**src/rtl/dpl_pkg.sv**
```systemverilog
package dpl_pkg;

  // ---------------------------------------------------------------
  // Image layout
  // ---------------------------------------------------------------
  localparam int unsigned BYTE_W          = 8;
  localparam int unsigned OFS_W           = 16;
  localparam int unsigned SUM_W           = 16;
  localparam int unsigned CNT_W           = 16;
  localparam logic [15:0] HDR_BYTES       = 16'h000c;
  localparam logic [2:0]  PROG_WORD_BYTES = 3'h7;
  localparam logic [2:0]  DATA_WORD_BYTES = 3'h6;
  localparam int unsigned PROG_ASM_W      = 56;
  localparam int unsigned PROG_VALID_W    = 54;
  localparam logic [2:0]  PROG_PAD_BYTES  = 3'h5;
  localparam logic [2:0]  DATA_PAD_BYTES  = 3'h4;
  localparam logic [7:0]  ZERO_BYTE       = 8'h00;

  // ---------------------------------------------------------------
  // Termination block
  // ---------------------------------------------------------------
  localparam logic [4:0]  TERM_LAST_IDX   = 5'h13;
  localparam logic [4:0]  TERM_ID_LO_IDX  = 5'h02;
  localparam logic [4:0]  TERM_ID_IDX     = 5'h03;
  localparam logic [7:0]  TERM_ID_BYTE    = 8'h1f;

  // ---------------------------------------------------------------
  // Types
  // ---------------------------------------------------------------
  typedef enum logic [1:0] {
    KIND_NONE = 2'h0,
    KIND_DATA = 2'h1,
    KIND_PROG = 2'h2,
    KIND_TERM = 2'h3
  } dpl_kind_t;

  typedef enum logic [6:0] {
    ST_IDLE    = 7'b0000001,
    ST_WORDS   = 7'b0000010,
    ST_PAD     = 7'b0000100,
    ST_CSUM_HI = 7'b0001000,
    ST_CSUM_LO = 7'b0010000,
    ST_TERM    = 7'b0100000,
    ST_STOP    = 7'b1000000
  } dpl_state_t;

endpackage

```
**src/rtl/dpl_parser.sv**
```systemverilog
`timescale 1ns/10ps
module dpl_parser (
  input  wire logic                   i_ref_clk,   // 250 MHz core clock
  input  wire logic                   i_srst,      // Sync reset, high
  input  wire logic                   i_blk_start, // Header parsed, body follows
  input  wire dpl_pkg::dpl_kind_t     i_blk_kind,  // Kind of block that follows
  input  wire logic [15:0]            i_word_cnt,  // Words in block body
  input  wire logic [15:0]            i_hdr_sum,   // Sum of header bytes
  input  wire logic                   i_byte_vld,  // Image byte strobe
  input  wire logic [7:0]             i_byte,      // Image byte
  output logic                        o_busy,      // Block in progress
  output logic                        o_word_vld,  // Program word pulse
  output logic [53:0]                 o_word,      // Program word
  output logic [15:0]                 o_word_ofs,  // Byte offset of word start
  output logic                        o_blk_done,  // Block checked pulse
  output logic                        o_blk_fail,  // Block failed, with done
  output logic                        o_term_done, // Image ended, level
  output logic                        o_term_err   // Bad termination block
);
  import dpl_pkg::*;

  dpl_state_t          state;
  dpl_kind_t           kind;
  logic [2:0]          biw;
  logic [CNT_W-1:0]    words_left;
  logic [2:0]          pad_left;
  logic [4:0]          term_idx;
  logic [OFS_W-1:0]    ofs;
  logic [OFS_W-1:0]    wstart;
  logic [SUM_W-1:0]    sum;
  logic [7:0]          csum_hi;
  logic                pad_bad;
  logic                term_bad;
  logic                take;
  logic                take_prog;
  logic                asm_done;
  logic [55:0]         asm_word;
  logic [7:0]          first_byte;

  function automatic logic [2:0] word_bytes(input dpl_kind_t k);
    word_bytes = (k == KIND_PROG) ? PROG_WORD_BYTES : DATA_WORD_BYTES;
  endfunction

  function automatic logic [2:0] pad_bytes(input dpl_kind_t k);
    pad_bytes = (k == KIND_PROG) ? PROG_PAD_BYTES : DATA_PAD_BYTES;
  endfunction

  assign take      = i_byte_vld && (state != ST_IDLE) && (state != ST_STOP);
  assign take_prog = take && (state == ST_WORDS) && (kind == KIND_PROG);

  // ---------------------------------------------------------------
  // Sequencer
  // ---------------------------------------------------------------
  always_ff @(posedge i_ref_clk) begin
    if (i_srst) begin
      state <= ST_IDLE;
    end else begin
      case (state)
        ST_IDLE: begin
          if (i_blk_start && i_blk_kind == KIND_TERM) begin
            state <= ST_TERM;
          end else if (i_blk_start && i_blk_kind != KIND_NONE) begin
            state <= (i_word_cnt == '0) ? ST_PAD : ST_WORDS;
          end
        end
        ST_WORDS: begin
          if (take && biw == word_bytes(kind) - 3'h1 && words_left == 16'h0001) begin
            state <= ST_PAD;
          end
        end
        ST_PAD: begin
          if (take && pad_left == 3'h1) begin
            state <= ST_CSUM_HI;
          end
        end
        ST_CSUM_HI: begin
          if (take) begin
            state <= ST_CSUM_LO;
          end
        end
        ST_CSUM_LO: begin
          if (take) begin
            state <= ST_IDLE;
          end
        end
        ST_TERM: begin
          if (take && term_idx == TERM_LAST_IDX) begin
            state <= ST_STOP;
          end
        end
        ST_STOP: state <= ST_STOP;
        default: state <= ST_IDLE;
      endcase
    end
  end

  // ---------------------------------------------------------------
  // Body counters and offsets
  // ---------------------------------------------------------------
  always_ff @(posedge i_ref_clk) begin
    if (i_srst) begin
      kind       <= KIND_NONE;
      biw        <= 3'h0;
      words_left <= '0;
      pad_left   <= 3'h0;
      ofs        <= '0;
      wstart     <= '0;
    end else if (state == ST_IDLE && i_blk_start) begin
      kind       <= i_blk_kind;
      biw        <= 3'h0;
      words_left <= i_word_cnt;
      pad_left   <= pad_bytes(i_blk_kind);
      ofs        <= HDR_BYTES;
    end else if (take) begin
      ofs <= ofs + 16'h0001;
      if (state == ST_WORDS) begin
        if (biw == 3'h0) begin
          wstart <= ofs;
        end
        if (biw == word_bytes(kind) - 3'h1) begin
          biw        <= 3'h0;
          words_left <= words_left - 16'h0001;
        end else begin
          biw <= biw + 3'h1;
        end
      end
      if (state == ST_PAD) begin
        pad_left <= pad_left - 3'h1;
      end
    end
  end

  // ---------------------------------------------------------------
  // Running sum and trailer check
  // ---------------------------------------------------------------
  always_ff @(posedge i_ref_clk) begin
    if (i_srst) begin
      sum     <= '0;
      csum_hi <= 8'h00;
      pad_bad <= 1'b0;
    end else if (state == ST_IDLE && i_blk_start) begin
      sum     <= i_hdr_sum;
      pad_bad <= 1'b0;
    end else if (take && (state == ST_WORDS || state == ST_PAD)) begin
      sum <= sum + {8'h00, i_byte};
      if (state == ST_PAD && i_byte != ZERO_BYTE) begin
        pad_bad <= 1'b1;
      end
    end else if (take && state == ST_CSUM_HI) begin
      csum_hi <= i_byte;
    end
  end

  always_ff @(posedge i_ref_clk) begin
    if (i_srst) begin
      o_blk_done <= 1'b0;
      o_blk_fail <= 1'b0;
    end else if (take && state == ST_CSUM_LO) begin
      o_blk_done <= 1'b1;
      o_blk_fail <= ({csum_hi, i_byte} != sum) || pad_bad;
    end else begin
      o_blk_done <= 1'b0;
    end
  end

  // ---------------------------------------------------------------
  // Program word output
  // ---------------------------------------------------------------
  dpl_word_asm #(
    .NBYTES (PROG_ASM_W / BYTE_W)
  ) u_asm (
    .i_ref_clk (i_ref_clk),
    .i_srst    (i_srst),
    .i_clr     (state == ST_IDLE),
    .i_load    (take_prog),
    .i_byte    (i_byte),
    .o_word    (asm_word),
    .o_done    (asm_done)
  );

  always_ff @(posedge i_ref_clk) begin
    if (i_srst) begin
      o_word_vld <= 1'b0;
      o_word     <= '0;
      o_word_ofs <= '0;
    end else begin
      o_word_vld <= asm_done;
      if (asm_done) begin
        o_word     <= asm_word[PROG_VALID_W-1:0];
        o_word_ofs <= wstart;
      end
    end
  end

  always_ff @(posedge i_ref_clk) begin
    if (i_srst) begin
      first_byte <= 8'h00;
    end else if (take_prog && biw == 3'h0) begin
      first_byte <= i_byte;
    end
  end

  // ---------------------------------------------------------------
  // Termination block
  // ---------------------------------------------------------------
  always_ff @(posedge i_ref_clk) begin
    if (i_srst) begin
      term_idx <= 5'h00;
      term_bad <= 1'b0;
    end else if (state == ST_IDLE) begin
      term_idx <= 5'h00;
      term_bad <= 1'b0;
    end else if (take && state == ST_TERM) begin
      term_idx <= term_idx + 5'h01;
      if (term_idx == TERM_ID_IDX) begin
        if (i_byte != TERM_ID_BYTE) begin
          term_bad <= 1'b1;
        end
      end else if (i_byte != ZERO_BYTE) begin
        term_bad <= 1'b1;
      end
    end
  end

  always_ff @(posedge i_ref_clk) begin
    if (i_srst) begin
      o_term_done <= 1'b0;
      o_term_err  <= 1'b0;
      o_busy      <= 1'b0;
    end else begin
      o_busy <= (state != ST_IDLE && state != ST_STOP)
                || (state == ST_IDLE && i_blk_start && i_blk_kind != KIND_NONE);
      if (take && state == ST_TERM && term_idx == TERM_LAST_IDX) begin
        o_term_done <= 1'b1;
        o_term_err  <= term_bad || (i_byte != ZERO_BYTE);
      end
    end
  end
endmodule

```
**src/rtl/dpl_word_asm.sv**
```systemverilog
`timescale 1ns/10ps
module dpl_word_asm #(
  parameter int unsigned NBYTES = 7
) (
  input  wire logic                  i_ref_clk, // Core clock
  input  wire logic                  i_srst,    // Sync reset, high
  input  wire logic                  i_clr,     // Restart word
  input  wire logic                  i_load,    // Byte strobe
  input  wire logic [7:0]            i_byte,    // Image byte
  output logic      [NBYTES*8-1:0]   o_word,    // Assembled word
  output logic                       o_done     // Word complete pulse
);

  logic [2:0] cnt;

  // ---------------------------------------------------------------
  // Low byte first: each byte enters at the top and shifts down
  // ---------------------------------------------------------------
  always_ff @(posedge i_ref_clk) begin
    if (i_srst) begin
      o_word <= '0;
    end else if (i_load) begin
      o_word <= {i_byte, o_word[NBYTES*8-1:8]};
    end
  end

  always_ff @(posedge i_ref_clk) begin
    if (i_srst || i_clr) begin
      cnt    <= 3'h0;
      o_done <= 1'b0;
    end else if (i_load) begin
      o_done <= (cnt == 3'(NBYTES - 1));
      cnt    <= (cnt == 3'(NBYTES - 1)) ? 3'h0 : cnt + 3'h1;
    end else begin
      o_done <= 1'b0;
    end
  end

endmodule

```
**config.mk**
```make
export PLATFORM = sky130hd
export DESIGN_NAME = dpl_parser
export DESIGN_NICKNAME = d
export VERILOG_FILES = /design/src/rtl/dpl_pkg.sv /design/src/rtl/dpl_parser.sv /design/src/rtl/dpl_word_asm.sv
export SDC_FILE = /design/constraint.sdc
export NUM_CORES = 1
export LEC_CHECK = 0
export BUFFER_PORTS_ARGS = -buffer_cell sky130_fd_sc_hd__buf_2
export CAP_MARGIN = 5
export CORE_MARGIN = 4
export CORE_UTILIZATION = 62
export DETAILED_ROUTE_END_ITERATION = 16
export PLACE_DENSITY_LB_ADDON = 0.15
export SLEW_MARGIN = 20
export SYNTH_ARGS = -nofsm -noshare
export SYNTH_HDL_FRONTEND = slang
export SYNTH_SLANG_ARGS = --single-unit
```
**constraint.sdc**
```tcl
create_clock -name i_ref_clk -period 3.7 [get_ports i_ref_clk]
set_input_delay 0.185 -clock i_ref_clk [delete_from_list [all_inputs] [get_ports i_ref_clk]]
set_output_delay 0.185 -clock i_ref_clk [all_outputs]
set_load 0.1 [all_outputs]
```
==> impl_metrics.csv <==
group,metric,value,unit
drt,drtAntennaViolNets,0,
global_routing,grt.total_usage,25.0,%
clocking,ctsResizeCount,0,
pwr,total_power,6.25,mW
clocking,cts_inserted_buffers,24,
floorplan,ios,122,
sta,finalSetupViolCount,0,
worst_setup_path,crit_path_end_kind,"flop",
worst_setup_path,start_kind,"flop",
synthesis,ys_seq_area_share,47.7,%
sta,max_freq,0.383,GHz
worst_setup_path,crit_path_top_delay_cell,"or3_1",
global_routing,grt_max_degree,73,
min_path,hp-class,"input pin to flop",
synthesis,synth.avg_cell_area,8.65,um2
drt,dr.pass1.iters,5,
clocking,clk_path_buf_depth,3,
clocking,clk_pin_slew_worst_paths,0.06,ns
final_layout,layout-drive-gt1-share,14.7,%
synthesis,netlist_instances,1116,
sta,rsz0062_at_grt,"false",
global_routing,grt_overflow_total,0,
global_routing,grt_pass1_wl,37900,um
sta,finalHoldViolations,0,
floorplan,die_y,133,um
drt,via_count,8161,
synthesis,yosysWarnings,0,
final_layout,area.sequential,4610,um2
synthesis,synth_top_cell_by_area,"dfxtp_1",
worst_setup_path,crit_start,"state[6]",
drt,drt_iter0_drc,531,
worst_setup_path,rr_worst_depth,6,
pwr,p_int,4.57,mW
final_layout,n_antenna_cell,0,
synthesis,synth_top_family_by_area,"simple AND/OR/NAND/NOR gates",
synthesis,synthArstFlopShare,0,%
worst_setup_path,critPathMaxStageDelay,0.47,ns
clocking,cts_tree,"done",
synthesis,synth.top_cell.area_share,47.7,%
pwr,ir_drop,0.376,mV
synthesis,synth.distinct_cells,61,
pwr,powerDensity,547,nW/um2
synthesis,yosys.area_share.adder,2.28,%
placement,port_buffers,121,
drt,routed_wl,22400,um
placement,dp_hpwl,14600,um
floorplan,core-area,15200,um2
synthesis,synth.area.mux_share,8.30,%
pwr,p_comb_share,16.6,%
sta,slew_viol_final,0,
clocking,cts.htree.levels,1,
clocking,cts-root-buf,"clkbuf_16",
sta,relSlewSlack,31.8,%
synthesis,synth_nets,1179,
pwr,seq_power_share,43.7,%
worst_setup_path,rr_endpoint,"words_left[12]",
final_layout,fin_util,75.2,%
final_layout,area_growth,18.4,%
synthesis,netlist_top_cells_area,"dfxtp_1 48%, mux2i_1 8.3%, nand2_1 7.0%, nor2_1 6.3%, a21oi_1 6.1%",
clocking,clk_latency,0.50,ns
floorplan,placementRows,45,
synthesis,synth_area,9650,um2
synthesis,yosys.area_share.xor_xnor,4.17,%
pwr,p_leak,4.26,nW
pwr,power.switching,1.68,mW
final_layout,fillCellCount,1125,
worst_setup_path,critical_path_class,"flop to flop",
worst_setup_path,crit_arrival,3.04,ns
worst_setup_path,rrSetupSlack,1.09,ns
final_layout,multi_input_area,4700,um2
floorplan,dieArea,17600,um2
flow_run,drv_cap,0,
drt,wl_per_cell,15.6,um
worst_setup_path,worstPathMaxFanout,11,
drt,post-route-drc-count,0,
placement,gp_congestion,0.889,
worst_setup_path,r2r-start,"state[6]",
synthesis,ys_seq_elements,230,
synthesis,synthFlopType,"dfxtp_1",
global_routing,grt_pass1_vias,7811,
drt,via_per_inst,5.68,
floorplan,die_w,133,um
worst_setup_path,crit_path_frequent_cell,"or3_1",
clocking,cts.sinks,230,
sta,tightest_slew,1.01,ns
sta,setup_tns,0,ns
min_path,hp-start,"i_hdr_sum[10]",
min_path,min_path_cells,3,
synthesis,synth_edf_count,0,
global_routing,antenna_found_initial,0,
min_path,whs_endpoint,"sum[10]",
worst_setup_path,crit_chain,"nor4_4, and4_1, nand3_1, or3_1, or3_1, a31oi_1",
final_layout,nNetsFinal,1298,
synthesis,synth_compound_area_share,11.7,%
synthesis,synthSimpleGateAreaFrac,22.1,%
sta,period_minus_slack,2.61,ns
sta,fin_crit_sh,70.6,%
floorplan,start_util,63.5,%
worst_setup_path,crit_required,4.13,ns
pwr,p_sw_share,26.9,%
sta,skew,0.0161,ns
pwr,clockPowerShare,39.7,%
outcome,status,"finished, final reports clean",
-- synthesized netlist by cell type, types with 4 or more instances --
cell	count
nor4_1	12
o311ai_0	6
a211oi_1	18
nor3_1	16
a21oi_1	117
and3_1	6
a311oi_1	5
o211ai_1	6
nand2_1	179
and4_1	4
dfxtp_1	230
mux2i_1	80
xor2_1	16
inv_1	13
xnor2_1	30
and2_1	4
nor2b_1	5
nand4_1	14
or3_1	10
buf_2	12
nand3b_1	6
buf_1	6
nand4b_1	4
ha_1	16
o21ai_0	18
nand3_1	20
clkbuf_1	50
nor4b_1	4
nor2_1	161
-- critical path: cells and delay by family, from the launching register on --
kind,cells,cell delay [ns]
AND/OR/NAND/NOR,5,1.94
AO/OA/AOI/OAI,1,0.16
flip-flops,1,0.44
-- through the flow --
step	setup slack (ns)	cell area [um2]	cells	hold slack [ns]
CTS	1.12	11400	1436	0.000157
detailed placement	1.12	10300	1363	0.416
global route	0.965	11400	1436	0.0144
global placement	1.23	10300	1363	0.413
floorplan	1.56	9650	1116	0.300
finish	1.09	11400	1436	0.0102
-- metal layers --
layer | part of all wire, % | track usage, % | wire (um)
met1 | 46 | 33.6 | 10300
met2 | 47 | 42.1 | 10600
met3 | 4.9 | 4.30 | 1100
met4 | 2.1 | 6.35 | 472
met5 | 0 | 0 | 0
-- worst max-delay path by stage --
| stage | to | cells past startpoint |
|---|---|---|
| floorplan | sum[11] | 6 |
| global placement | words_left[12] | 6 |
| detailed placement | words_left[12] | 6 |
| CTS | words_left[12] | 6 |
| global route | words_left[12] | 6 |
| finish | words_left[12] | 6 |
-- power by group through the flow --
stage               registers, mW  logic, mW  clock network (mW)
floorplan                    2.75      0.799                   0
global placement             2.78      0.974                   0
detailed placement           2.78      0.989                   0
CTS                          2.73       1.03                2.52
global route                 2.75       1.17                2.63
finish                       2.73       1.04                2.48
-- final cells by class --
class                   count  area share (%)
inverters                  13           0.427
clock buffers              33            6.00
well taps                 188            2.06
repair buffers            165            8.99
multi-input cells         801            41.1
flip-flops and latches    230            40.3
clock inverters             6            1.14
-- cell families after synthesis --
group,count (synthesis)
compound gates,193
mux,80
fa+ha+maj,17
buf+inv,85
flops,230
xor+xnor,46
simple gates,465
-- cell usage in the layout (no fill, tap or decap), types with 5 or more instances in the layout --
master	instances
o21ai_0	18
nor2b_1	5
a21oi_1	117
o311ai_0	6
xnor2_1	30
nor3_1	16
dfxtp_1	229
and3_1	6
a311oi_1	5
o211ai_1	6
clkbuf_1	5
nor2_1	161
or3_1	10
buf_2	120
mux2i_1	80
ha_1	16
dlygate4sd3_1	34
a211oi_1	18
xor2_1	16
nand3_1	20
inv_1	13
nand3b_1	6
nand4_1	14
buf_4	10
nor4_1	12
clkbuf_16	25
nand2_1	178
-- repair_timing --
action	in CTS	in global routing
buffers inserted	0	0
hold endpoints to repair	35	0
hold buffers	34	0
-- flip-flops by register name (all words and copies together) (netlist names) --
signal and cells:
biw 3, term_idx 5, u_asm.o_word 56, words_left 16, term_bad 1, o_blk_fail 1
o_word 54, u_asm.cnt 3, wstart 16, o_word_vld 1, csum_hi 8, o_term_err 1
o_term_done 1, o_blk_done 1, sum 16, o_word_ofs 16, pad_left 3, pad_bad 1
state 7, o_busy 1, kind 2, u_asm.o_done 1, ofs 16
(Power assumes the default switching activity.)
